[src/hdl/abrc_pkg.sv]
// Package: constants, carriers and states of the AXI block RAM controller
package abrc_pkg;
   localparam int DATA_W = 32;
   localparam int STRB_W = 4;
   localparam int ID_W   = 4;
   localparam int ADDR_W = 32;
   localparam int RAM_AW = 11;
   localparam int BA_W   = RAM_AW + 2;
   localparam int QDEPTH = 2;
   localparam logic [1:0] BURST_FIXED = 2'h0;
   localparam logic [1:0] BURST_INCR  = 2'h1;
   localparam logic [1:0] BURST_WRAP  = 2'h2;
   localparam logic [2:0] SIZE_HALF   = 3'h1;
   localparam logic [2:0] SIZE_WORD   = 3'h2;
   localparam logic [1:0] RESP_OKAY   = 2'h0;
   localparam logic [7:0] LEN_LAST    = 8'h00;
   localparam logic [7:0] LEN_STEP    = 8'h01;
   localparam logic [STRB_W-1:0] STRB_ALL  = 4'hF;
   localparam logic [STRB_W-1:0] STRB_NONE = 4'h0;
   localparam logic [1:0] LEVEL_FULL  = 2'h2;

   typedef struct packed {
      logic [ID_W-1:0] id;
      logic [BA_W-1:0] addr;
      logic [7:0]      len;
      logic [2:0]      size;
      logic [1:0]      burst;
   } abrc_cmd_type;

   typedef struct packed {
      logic [ID_W-1:0]   id;
      logic [DATA_W-1:0] data;
      logic              last;
   } abrc_rbeat_type;

   typedef enum logic [2:0] {
      W_IDLE = 3'h0, W_DATA = 3'h1, W_RMW_WAIT = 3'h2,
      W_RMW_WR = 3'h3, W_BWAIT = 3'h4, W_RESP = 3'h5
   } abrc_wstate_type;

   typedef enum logic [0:0] {R_IDLE = 1'h0, R_RUN = 1'h1} abrc_rstate_type;
endpackage : abrc_pkg

[src/hdl/abrc_top.sv]
// AXI4 slave turning bus transactions into block RAM port accesses
`timescale 1ns/1ps
//
// Summary of operation
// Write address taken when valid and ready
// Two pending write addresses, then ready low
// Write ready low while memory path busy
// Full-width writes keep timing with correction on
// No memory write before address accepted
// Read ready registered, high by default
// Two pending read addresses, then ready low
// Same-cycle read ready accepted, beat retired
// Single read: last with valid
// No read data before address handshake
// Write address ready ignores write valid
// Length is beats minus one; size gives width
// Each narrow beat one memory write, masked with correction off, a full merged word with correction on
// Narrow lanes rotate with running address
// Word address advances only at word boundary
// Unaligned start masks lanes of first beat
// Transaction IDs returned on response channels
// Correction on: partial writes read-modify-write
// Memory enable only during real accesses
// Okay response after last beat, held
// Read last only on final counted beat
module abrc_top #(
   parameter bit ECC_EN = 1'b0
) (
   input  wire logic                      clk,
   input  wire logic                      nrst,
   input  wire logic [abrc_pkg::ID_W-1:0] s_axi_awid,
   input  wire logic [abrc_pkg::ADDR_W-1:0] s_axi_awaddr,
   input  wire logic [7:0]                s_axi_awlen,
   input  wire logic [2:0]                s_axi_awsize,
   input  wire logic [1:0]                s_axi_awburst,
   input  wire logic                      s_axi_awvalid,
   output logic                           s_axi_awready,
   input  wire logic [abrc_pkg::DATA_W-1:0] s_axi_wdata,
   input  wire logic [abrc_pkg::STRB_W-1:0] s_axi_wstrb,
   input  wire logic                      s_axi_wlast,
   input  wire logic                      s_axi_wvalid,
   output logic                           s_axi_wready,
   output logic [abrc_pkg::ID_W-1:0]      s_axi_bid,
   output logic [1:0]                     s_axi_bresp,
   output logic                           s_axi_bvalid,
   input  wire logic                      s_axi_bready,
   input  wire logic [abrc_pkg::ID_W-1:0] s_axi_arid,
   input  wire logic [abrc_pkg::ADDR_W-1:0] s_axi_araddr,
   input  wire logic [7:0]                s_axi_arlen,
   input  wire logic [2:0]                s_axi_arsize,
   input  wire logic [1:0]                s_axi_arburst,
   input  wire logic                      s_axi_arvalid,
   output logic                           s_axi_arready,
   output logic [abrc_pkg::ID_W-1:0]      s_axi_rid,
   output logic [abrc_pkg::DATA_W-1:0]    s_axi_rdata,
   output logic [1:0]                     s_axi_rresp,
   output logic                           s_axi_rlast,
   output logic                           s_axi_rvalid,
   input  wire logic                      s_axi_rready,
   output logic [abrc_pkg::RAM_AW-1:0]    ram_word_address,
   output logic [abrc_pkg::STRB_W-1:0]    ram_byte_write_enables,
   output logic                           ram_port_enable,
   output logic [abrc_pkg::DATA_W-1:0]    ram_write_word,
   input  wire logic [abrc_pkg::DATA_W-1:0] ram_read_word
);
   localparam int BA_W = abrc_pkg::BA_W;
   localparam int AW   = abrc_pkg::RAM_AW;
   localparam int DW   = abrc_pkg::DATA_W;
   localparam int SW   = abrc_pkg::STRB_W;

   // Lanes of one beat: inside the sized container, at or above the address
   function automatic logic [3:0] lane_mask(input logic [1:0] a, input logic [2:0] sz);
      logic [3:0] span;
      logic [1:0] base;
      span = (sz >= abrc_pkg::SIZE_WORD) ? 4'hF : (sz == abrc_pkg::SIZE_HALF) ? 4'h3 : 4'h1;
      base = (sz >= abrc_pkg::SIZE_WORD) ? 2'h0 : (sz == abrc_pkg::SIZE_HALF) ? {a[1], 1'b0} : a;
      lane_mask = (span << base) & (4'hF << a);
   endfunction : lane_mask

   // Fixed bursts run as incrementing ones; wrap stays inside its window
   function automatic logic [BA_W-1:0] next_addr(input abrc_pkg::abrc_cmd_type c);
      logic [BA_W-1:0] step, inc, wmask;
      step  = BA_W'(1) << c.size;
      inc   = (c.addr & ~(step - BA_W'(1))) + step;
      wmask = ((BA_W'(c.len) + BA_W'(1)) << c.size) - BA_W'(1);
      if (c.burst == abrc_pkg::BURST_WRAP)
         next_addr = (c.addr & ~wmask) | (inc & wmask);
      else
         next_addr = inc;
   endfunction : next_addr

   function automatic logic [DW-1:0] merge(input logic [DW-1:0] old_w, input logic [DW-1:0] new_w,
                                           input logic [SW-1:0] we);
      for (int i = 0; i < SW; i++)
         merge[i*8 +: 8] = we[i] ? new_w[i*8 +: 8] : old_w[i*8 +: 8];
   endfunction : merge

   abrc_pkg::abrc_cmd_type   aw_in, aw_out, ar_in, ar_out;
   abrc_pkg::abrc_rbeat_type rb_in, rb_out;
   logic       aw_out_v, ar_out_v, aw_pop, ar_pop, rb_in_ready;
   logic [1:0] aw_lvl, ar_lvl, rb_lvl;

   assign aw_in = '{s_axi_awid, s_axi_awaddr[BA_W-1:0], s_axi_awlen, s_axi_awsize, s_axi_awburst};
   assign ar_in = '{s_axi_arid, s_axi_araddr[BA_W-1:0], s_axi_arlen, s_axi_arsize, s_axi_arburst};

   // Address queues; ready is a flop and never looks at the data channel
   abrc_buf2 #(.W($bits(abrc_pkg::abrc_cmd_type))) u_awq (
      .clk(clk), .nrst(nrst), .in_valid(s_axi_awvalid), .in_ready(s_axi_awready), .in_data(aw_in),
      .out_valid(aw_out_v), .out_ready(aw_pop), .out_data(aw_out), .level(aw_lvl));
   abrc_buf2 #(.W($bits(abrc_pkg::abrc_cmd_type))) u_arq (
      .clk(clk), .nrst(nrst), .in_valid(s_axi_arvalid), .in_ready(s_axi_arready), .in_data(ar_in),
      .out_valid(ar_out_v), .out_ready(ar_pop), .out_data(ar_out), .level(ar_lvl));

   // Write engine state
   abrc_pkg::abrc_wstate_type ws_r, ws_nxt;
   abrc_pkg::abrc_cmd_type    wc_r, wc_nxt;
   logic [7:0]    wcnt_r, wcnt_nxt;
   logic          wready_r, wready_nxt, bvalid_r, bvalid_nxt;
   logic [DW-1:0] bt_data_r, bt_data_nxt;
   logic [SW-1:0] bt_we_r, bt_we_nxt;
   logic [AW-1:0] bt_addr_r, bt_addr_nxt;
   logic          bt_last_r, bt_last_nxt;
   logic          w_acc, w_last, rmw, wr_port;
   logic [SW-1:0] bmask, wr_we;
   logic [AW-1:0] wr_addr;
   logic [DW-1:0] wr_data;

   always_comb begin
      w_acc       = s_axi_wvalid && wready_r;
      w_last      = (wcnt_r == abrc_pkg::LEN_LAST);
      bmask       = lane_mask(wc_r.addr[1:0], wc_r.size) & s_axi_wstrb;
      // Full-width beats skip the read so their timing is unchanged
      rmw         = ECC_EN && (bmask != abrc_pkg::STRB_ALL);
      aw_pop      = 1'b0;
      ws_nxt      = ws_r;
      wc_nxt      = wc_r;
      wcnt_nxt    = wcnt_r;
      wready_nxt  = wready_r;
      bvalid_nxt  = bvalid_r;
      bt_data_nxt = bt_data_r;
      bt_we_nxt   = bt_we_r;
      bt_addr_nxt = bt_addr_r;
      bt_last_nxt = bt_last_r;
      wr_port     = 1'b0;
      wr_we       = abrc_pkg::STRB_NONE;
      wr_addr     = wc_r.addr[BA_W-1:2];
      wr_data     = s_axi_wdata;
      case (ws_r)
         abrc_pkg::W_IDLE: begin
            // Data is only taken once an address is loaded
            if (aw_out_v) begin
               aw_pop     = 1'b1;
               wc_nxt     = aw_out;
               wcnt_nxt   = aw_out.len;
               ws_nxt     = abrc_pkg::W_DATA;
               wready_nxt = 1'b1;
            end
         end
         abrc_pkg::W_DATA: begin
            if (w_acc) begin
               wr_port     = 1'b1;
               wr_we       = rmw ? abrc_pkg::STRB_NONE : bmask;
               wc_nxt.addr = next_addr(wc_r);
               wcnt_nxt    = wcnt_r - abrc_pkg::LEN_STEP;
               bt_data_nxt = s_axi_wdata;
               bt_we_nxt   = bmask;
               bt_addr_nxt = wc_r.addr[BA_W-1:2];
               bt_last_nxt = w_last;
               if (rmw) begin
                  ws_nxt     = abrc_pkg::W_RMW_WAIT;
                  wready_nxt = 1'b0;
               end else if (w_last) begin
                  ws_nxt     = abrc_pkg::W_BWAIT;
                  wready_nxt = 1'b0;
               end
            end
         end
         abrc_pkg::W_RMW_WAIT: ws_nxt = abrc_pkg::W_RMW_WR;
         abrc_pkg::W_RMW_WR: begin
            wr_port = 1'b1;
            wr_we   = abrc_pkg::STRB_ALL;
            wr_addr = bt_addr_r;
            wr_data = merge(ram_read_word, bt_data_r, bt_we_r);
            if (bt_last_r) begin
               ws_nxt = abrc_pkg::W_BWAIT;
            end else begin
               ws_nxt     = abrc_pkg::W_DATA;
               wready_nxt = 1'b1;
            end
         end
         abrc_pkg::W_BWAIT: begin
            ws_nxt     = abrc_pkg::W_RESP;
            bvalid_nxt = 1'b1;
         end
         abrc_pkg::W_RESP: begin
            if (s_axi_bready) begin
               bvalid_nxt = 1'b0;
               ws_nxt     = abrc_pkg::W_IDLE;
            end
         end
         default: ws_nxt = abrc_pkg::W_IDLE;
      endcase
   end

   always_ff @(posedge clk) begin
      if (!nrst) begin
         ws_r      <= abrc_pkg::W_IDLE;
         wc_r      <= '0;
         wcnt_r    <= '0;
         wready_r  <= 1'b0;
         bvalid_r  <= 1'b0;
         bt_data_r <= '0;
         bt_we_r   <= '0;
         bt_addr_r <= '0;
         bt_last_r <= 1'b0;
      end else begin
         ws_r      <= ws_nxt;
         wc_r      <= wc_nxt;
         wcnt_r    <= wcnt_nxt;
         wready_r  <= wready_nxt;
         bvalid_r  <= bvalid_nxt;
         bt_data_r <= bt_data_nxt;
         bt_we_r   <= bt_we_nxt;
         bt_addr_r <= bt_addr_nxt;
         bt_last_r <= bt_last_nxt;
      end
   end

   // Read engine state; at most two beats in flight or buffered
   abrc_pkg::abrc_rstate_type rs_r, rs_nxt;
   abrc_pkg::abrc_cmd_type    rc_r, rc_nxt;
   logic [7:0]          rcnt_r, rcnt_nxt;
   logic                rd_issue, credit;
   logic                p1_v_r, p1_l_r, p2_v_r, p2_l_r;
   logic [abrc_pkg::ID_W-1:0] p1_id_r, p2_id_r;

   always_comb begin
      credit   = (rb_lvl + {1'b0, p1_v_r} + {1'b0, p2_v_r}) < abrc_pkg::LEVEL_FULL;
      ar_pop   = 1'b0;
      rd_issue = 1'b0;
      rs_nxt   = rs_r;
      rc_nxt   = rc_r;
      rcnt_nxt = rcnt_r;
      case (rs_r)
         abrc_pkg::R_IDLE: begin
            if (ar_out_v) begin
               ar_pop   = 1'b1;
               rc_nxt   = ar_out;
               rcnt_nxt = ar_out.len;
               rs_nxt   = abrc_pkg::R_RUN;
            end
         end
         abrc_pkg::R_RUN: begin
            // Writes own the port in any cycle they need it
            if (!wr_port && credit) begin
               rd_issue    = 1'b1;
               rc_nxt.addr = next_addr(rc_r);
               rcnt_nxt    = rcnt_r - abrc_pkg::LEN_STEP;
               if (rcnt_r == abrc_pkg::LEN_LAST)
                  rs_nxt = abrc_pkg::R_IDLE;
            end
         end
         default: rs_nxt = abrc_pkg::R_IDLE;
      endcase
   end

   always_ff @(posedge clk) begin
      if (!nrst) begin
         rs_r    <= abrc_pkg::R_IDLE;
         rc_r    <= '0;
         rcnt_r  <= '0;
         p1_v_r  <= 1'b0;
         p1_l_r  <= 1'b0;
         p1_id_r <= '0;
         p2_v_r  <= 1'b0;
         p2_l_r  <= 1'b0;
         p2_id_r <= '0;
      end else begin
         rs_r    <= rs_nxt;
         rc_r    <= rc_nxt;
         rcnt_r  <= rcnt_nxt;
         p1_v_r  <= rd_issue;
         p1_l_r  <= (rcnt_r == abrc_pkg::LEN_LAST);
         p1_id_r <= rc_r.id;
         p2_v_r  <= p1_v_r;
         p2_l_r  <= p1_l_r;
         p2_id_r <= p1_id_r;
      end
   end

   assign rb_in = '{p2_id_r, ram_read_word, p2_l_r};

   abrc_buf2 #(.W($bits(abrc_pkg::abrc_rbeat_type))) u_rbuf (
      .clk(clk), .nrst(nrst), .in_valid(p2_v_r), .in_ready(rb_in_ready), .in_data(rb_in),
      .out_valid(s_axi_rvalid), .out_ready(s_axi_rready), .out_data(rb_out), .level(rb_lvl));

   // Memory port registers
   logic          ram_en_r, ram_en_nxt;
   logic [SW-1:0] ram_we_r, ram_we_nxt;
   logic [AW-1:0] ram_ad_r, ram_ad_nxt;
   logic [DW-1:0] ram_wd_r, ram_wd_nxt;

   always_comb begin
      ram_en_nxt = wr_port || rd_issue;
      ram_we_nxt = wr_port ? wr_we : abrc_pkg::STRB_NONE;
      ram_ad_nxt = wr_port ? wr_addr : rc_r.addr[BA_W-1:2];
      ram_wd_nxt = wr_port ? wr_data : ram_wd_r;
   end

   always_ff @(posedge clk) begin
      if (!nrst) begin
         ram_en_r <= 1'b0;
         ram_we_r <= '0;
         ram_ad_r <= '0;
         ram_wd_r <= '0;
      end else begin
         ram_en_r <= ram_en_nxt;
         ram_we_r <= ram_we_nxt;
         ram_ad_r <= ram_ad_nxt;
         ram_wd_r <= ram_wd_nxt;
      end
   end

   assign s_axi_wready           = wready_r;
   assign s_axi_bvalid           = bvalid_r;
   assign s_axi_bid              = wc_r.id;
   assign s_axi_bresp            = abrc_pkg::RESP_OKAY;
   assign s_axi_rid              = rb_out.id;
   assign s_axi_rdata            = rb_out.data;
   assign s_axi_rlast            = rb_out.last;
   assign s_axi_rresp            = abrc_pkg::RESP_OKAY;
   assign ram_port_enable        = ram_en_r;
   assign ram_byte_write_enables = ram_we_r;
   assign ram_word_address       = ram_ad_r;
   assign ram_write_word         = ram_wd_r;

   // Checks
   logic ar_seen_r;
   always_ff @(posedge clk) begin
      if (!nrst)
         ar_seen_r <= 1'b0;
      else if (s_axi_arvalid && s_axi_arready)
         ar_seen_r <= 1'b1;
   end
endmodule : abrc_top

[src/hdl/abrc_buf2.sv]
// Two-entry registered buffer with valid and ready on both sides
`timescale 1ns/1ps
module abrc_buf2 #(
   parameter int W = 8
) (
   input  wire logic         clk,
   input  wire logic         nrst,
   input  wire logic         in_valid,
   output logic              in_ready,
   input  wire logic [W-1:0] in_data,
   output logic              out_valid,
   input  wire logic         out_ready,
   output logic [W-1:0]      out_data,
   output logic [1:0]        level
);
   logic         out_v_r, out_v_nxt, sk_v_r, sk_v_nxt;
   logic         in_rdy_r, in_rdy_nxt;
   logic [W-1:0] out_d_r, out_d_nxt, sk_d_r, sk_d_nxt;
   logic         push, pop;

   // Ready is its own flop mirroring a free skid slot, so it never depends on out_ready
   assign in_ready  = in_rdy_r;
   assign out_valid = out_v_r;
   assign out_data  = out_d_r;
   assign level     = {1'b0, out_v_r} + {1'b0, sk_v_r};

   always_comb begin
      push      = in_valid && !sk_v_r;
      pop       = out_v_r && out_ready;
      out_v_nxt = out_v_r;
      out_d_nxt = out_d_r;
      sk_v_nxt  = sk_v_r;
      sk_d_nxt  = sk_d_r;
      if (!out_v_r || pop) begin
         if (sk_v_r) begin
            out_v_nxt = 1'b1;
            out_d_nxt = sk_d_r;
            sk_v_nxt  = 1'b0;
         end else begin
            out_v_nxt = push;
            out_d_nxt = push ? in_data : out_d_r;
         end
      end else if (push) begin
         sk_v_nxt = 1'b1;
         sk_d_nxt = in_data;
      end
      in_rdy_nxt = !sk_v_nxt;
   end

   always_ff @(posedge clk) begin
      if (!nrst) begin
         out_v_r <= 1'b0;
         sk_v_r  <= 1'b0;
         out_d_r <= '0;
         sk_d_r  <= '0;
         in_rdy_r <= 1'b1;
      end else begin
         out_v_r <= out_v_nxt;
         sk_v_r  <= sk_v_nxt;
         out_d_r <= out_d_nxt;
         sk_d_r  <= sk_d_nxt;
         in_rdy_r <= in_rdy_nxt;
      end
   end
endmodule : abrc_buf2

[config.mk]
export PLATFORM = sky130hd
export DESIGN_NAME = abrc_top
export DESIGN_NICKNAME = d
export VERILOG_FILES = /design/src/hdl/abrc_pkg.sv /design/src/hdl/abrc_top.sv /design/src/hdl/abrc_buf2.sv
export SDC_FILE = /design/constraint.sdc
export NUM_CORES = 1
export LEC_CHECK = 0
export BUFFER_PORTS_ARGS = -buffer_cell sky130_fd_sc_hd__buf_2
export CAP_MARGIN = 20
export CORE_ASPECT_RATIO = 0.7
export CORE_MARGIN = 4
export CORE_UTILIZATION = 27
export DETAILED_ROUTE_END_ITERATION = 10
export GPL_ROUTABILITY_DRIVEN = 0
export GPL_TIMING_DRIVEN = 1
export PLACE_DENSITY_LB_ADDON = 0.1
export RECOVER_POWER = 50
export SYNTH_ARGS = -nofsm -noshare
export SYNTH_HDL_FRONTEND = slang
export SYNTH_HIERARCHICAL = 1
export SYNTH_SLANG_ARGS = --single-unit
[constraint.sdc]
create_clock -name clk -period 3.9 [get_ports clk]
set_clock_uncertainty 0.05 [all_clocks]
set_input_delay 0.39 -clock clk [delete_from_list [all_inputs] [get_ports clk]]
set_output_delay 0.39 -clock clk [all_outputs]
set_load 0.05 [all_outputs]
==> results.sh <==
export IMPL_hold_class="input pin to flip-flop"
export IMPL_area_growth_pct=22.1
export IMPL_first_pass_iters=5
export IMPL_dieArea_sq_mm=0.0778
export IMPL_setup_worst_path_start="wc_r[2]"
export IMPL_crit_family="compound AO/OA/AOI/OAI gates"
export IMPL_multi_input_area_sq_mm=0.0109
export IMPL_setup_violations_final=0
export IMPL_r2r_start="wc_r[2]"
export IMPL_die_y_um=235
export IMPL_critPathMaxFanout=12
export IMPL_overflow=0
export IMPL_fill_cells=7583
export IMPL_worst_path_buf_inv=0
export IMPL_start_util=0.274
export IMPL_clkTransAtPathRegs_ns=0.08
export IMPL_numCtsBuffers=45
export IMPL_via_per_inst=5.06
export IMPL_pwr_density_cell_mw_per_mm2=440
export IMPL_cts_tree="yes"
export IMPL_crit_slowest_cell="dfxtp_1"
export IMPL_crit_chain="nor2_1, and3_1, ha_1, or2_2, a221oi_1, o2111ai_1, a21o_1, nand4_1, mux2i_1, o21ai_0, nand3_1, o211ai_1"
export IMPL_fin_ws_ns=0.429
export IMPL_setup_tns_final_ns=0
export IMPL_maxCapViolCount=2
export IMPL_vias=18486
export IMPL_post_cts_resized=0
export IMPL_core_area_sq_mm=0.0721
export IMPL_place_hpwl_um=47000
export IMPL_cts_sinks=392
export IMPL_root_buffer="clkbuf_16"
export IMPL_slew_headroom=-0.348
export IMPL_drive_gt1_frac=0.114
export IMPL_vdd_ir_drop_max_uv=250
export IMPL_critPathMaxStageDelay_ns=0.68
export IMPL_pre_cts_ws_ns=0.514
export IMPL_cp_data_arrival_time_ns=3.89
export IMPL_grt_max_degree=184
export IMPL_die_w_um=332
export IMPL_grt_pass1_vias=17589
export IMPL_cts_buffer_depth=3
export IMPL_hold_depth=3
export IMPL_tightest_slew_ns=2.02
export IMPL_avgSynthCellArea_sq_um=8.23
export IMPL_routedWlPerCell_um=18.6
export IMPL_drtAntennaViolNets=0
export IMPL_drt_total_wl_um=68100
export IMPL_antenna_found_initial=1
export IMPL_postPlaceCellArea_sq_mm=0.0217
export IMPL_crit_path_end_kind="flip-flop"
export IMPL_io_buffers=228
export IMPL_min_period_ns=3.47
export IMPL_r2r_slack_ns=0.43
export IMPL_fp_row_count=82
export IMPL_syn_inst=2404
export IMPL_drt_iter0_drc=1302
export IMPL_seqCellArea_sq_mm=0.00785
export IMPL_cp_required_ns=4.32
export IMPL_rsz0062_at_grt="false"
export IMPL_failed_checks="capacitance limit, slew limit"
export IMPL_stdcell_area_sq_mm=0.0242
export IMPL_hold_viol=0
export IMPL_cp_num_cells=12
export IMPL_slew_violations=215
export IMPL_io_pins=272
export IMPL_p_leak_uw=0.00944
export IMPL_fin_nets=2845
export IMPL_clkLatencyLatePin_ns=0.60
export IMPL_post_route_period_util=0.890
export IMPL_yosys_warnings=6
export IMPL_grt_usage=0.168
export IMPL_status="finished with violations"
export IMPL_worst_hold_slack_ns=0.0434
export IMPL_grt_pass1_wl_um=105000
export IMPL_crit_type="flip-flop to flip-flop"
export IMPL_worstSetupStartpointType="flip-flop"
export IMPL_netlist_area_sq_mm=0.0198
export IMPL_drc=0
export IMPL_worstRegToRegCells=12
export IMPL_max_clock_freq_mhz=288
export IMPL_htree_levels=2
[layout by cell type, fill, tap and decap left out, types with 7 or more instances in the layout]
master and count:
a32oi_1 7, o211ai_1 11, nor3_1 27, nand4_1 14
clkbuf_16 45, clkbuf_1 110, a211oi_1 21, xnor2_1 28
nand3_1 127, clkbuf_8 9, ha_1 15, o211a_1 99
mux2i_1 138, a31oi_1 23, a21boi_0 38, and3_1 9
nor2_1 130, o21ai_0 97, a21boi_1 63, dfxtp_1 389
buf_4 50, and2_1 18, nand2_1 472, dlygate4sd3_1 121
o21a_1 13, nor4_1 11, xor2_1 16, nand2b_1 10
o31ai_1 9, buf_2 133, a21oi_1 200, a21o_1 7
nor2b_1 10, inv_1 30
[per-stage QoR]
stage	total power, uW	utilization	instances
floorplan	5770	-	2407
global placement	6360	0.300	3454
detailed placement	6370	0.300	3454
CTS	10800	0.337	3653
global route	11200	0.335	3653
finish	10600	0.335	3654
[worst min path at each step]
stage / start / end / slack, ns
2_1_floorplan: p1_id_r[0] / p2_id_r[0] / 0.36
3_3_place_gp: p1_id_r[1] / p2_id_r[1] / 0.37
3_5_place_dp: p1_l_r / p2_l_r / 0.37
4_1_cts: s_axi_wdata[25] / bt_data_r[25] / 0.002
5_1_grt: s_axi_wdata[25] / bt_data_r[25] / 0.02
6_report: ram_read_word[26] / u_rbuf/sk_d_r[27] / 0.04
[sequential cells by signal, summed over array words and instances, names as in the netlist, 8 cells and up, named ones only]
name / cells
wc_r: 13
ram_write_word: 32
u_rbuf/sk_d_r: 37
wcnt_r: 8
bt_addr_r: 11
u_arq/out_data: 30
u_awq/sk_d_r: 30
u_awq/out_data: 30
u_arq/sk_d_r: 30
rc_r: 17
ram_word_address: 11
u_rbuf/out_data: 37
bt_data_r: 32
rcnt_r: 8
[where the power goes]
part / total (uW) / internal (uW) / switching, uW
clock network: 4260 / 2450 / 1810
logic: 1880 / 688 / 1190
registers: 4490 / 4240 / 243
[metal layers]
layer	global-route usage	up-vias	share of wire
met1	0.250	8901	0.50
met4	0.0373	0	0.015
li1	-	9044	-
met5	0	-	0
met2	0.249	474	0.42
met3	0.0343	67	0.062
[tightest hold or removal path: cells and delay by family]
family / cells / cell delay, ns
AO/OA/AOI/OAI: 1 / 0.06
buffers and inverters: 1 / 0.12
AND/OR/NAND/NOR: 1 / 0.07
[layout make-up]
| type | count | share of cell area |
|---|---|---|
| sequential | 392 | 0.325 |
| antenna | 1 | 0.000104 |
| multi-input combinational | 1777 | 0.449 |
| clock inverter | 13 | 0.00730 |
| inverter | 33 | 0.00533 |
| clock buffer | 65 | 0.0534 |
| tap | 966 | 0.0500 |
| timing repair buffer | 407 | 0.110 |
[repair_timing]
action / CTS / global route
setup buffers: 0 / 0
hold buffers: 121 / 0
hold endpoints to repair: 121 / 0
Note: power is estimated with default switching activity, not from simulation.
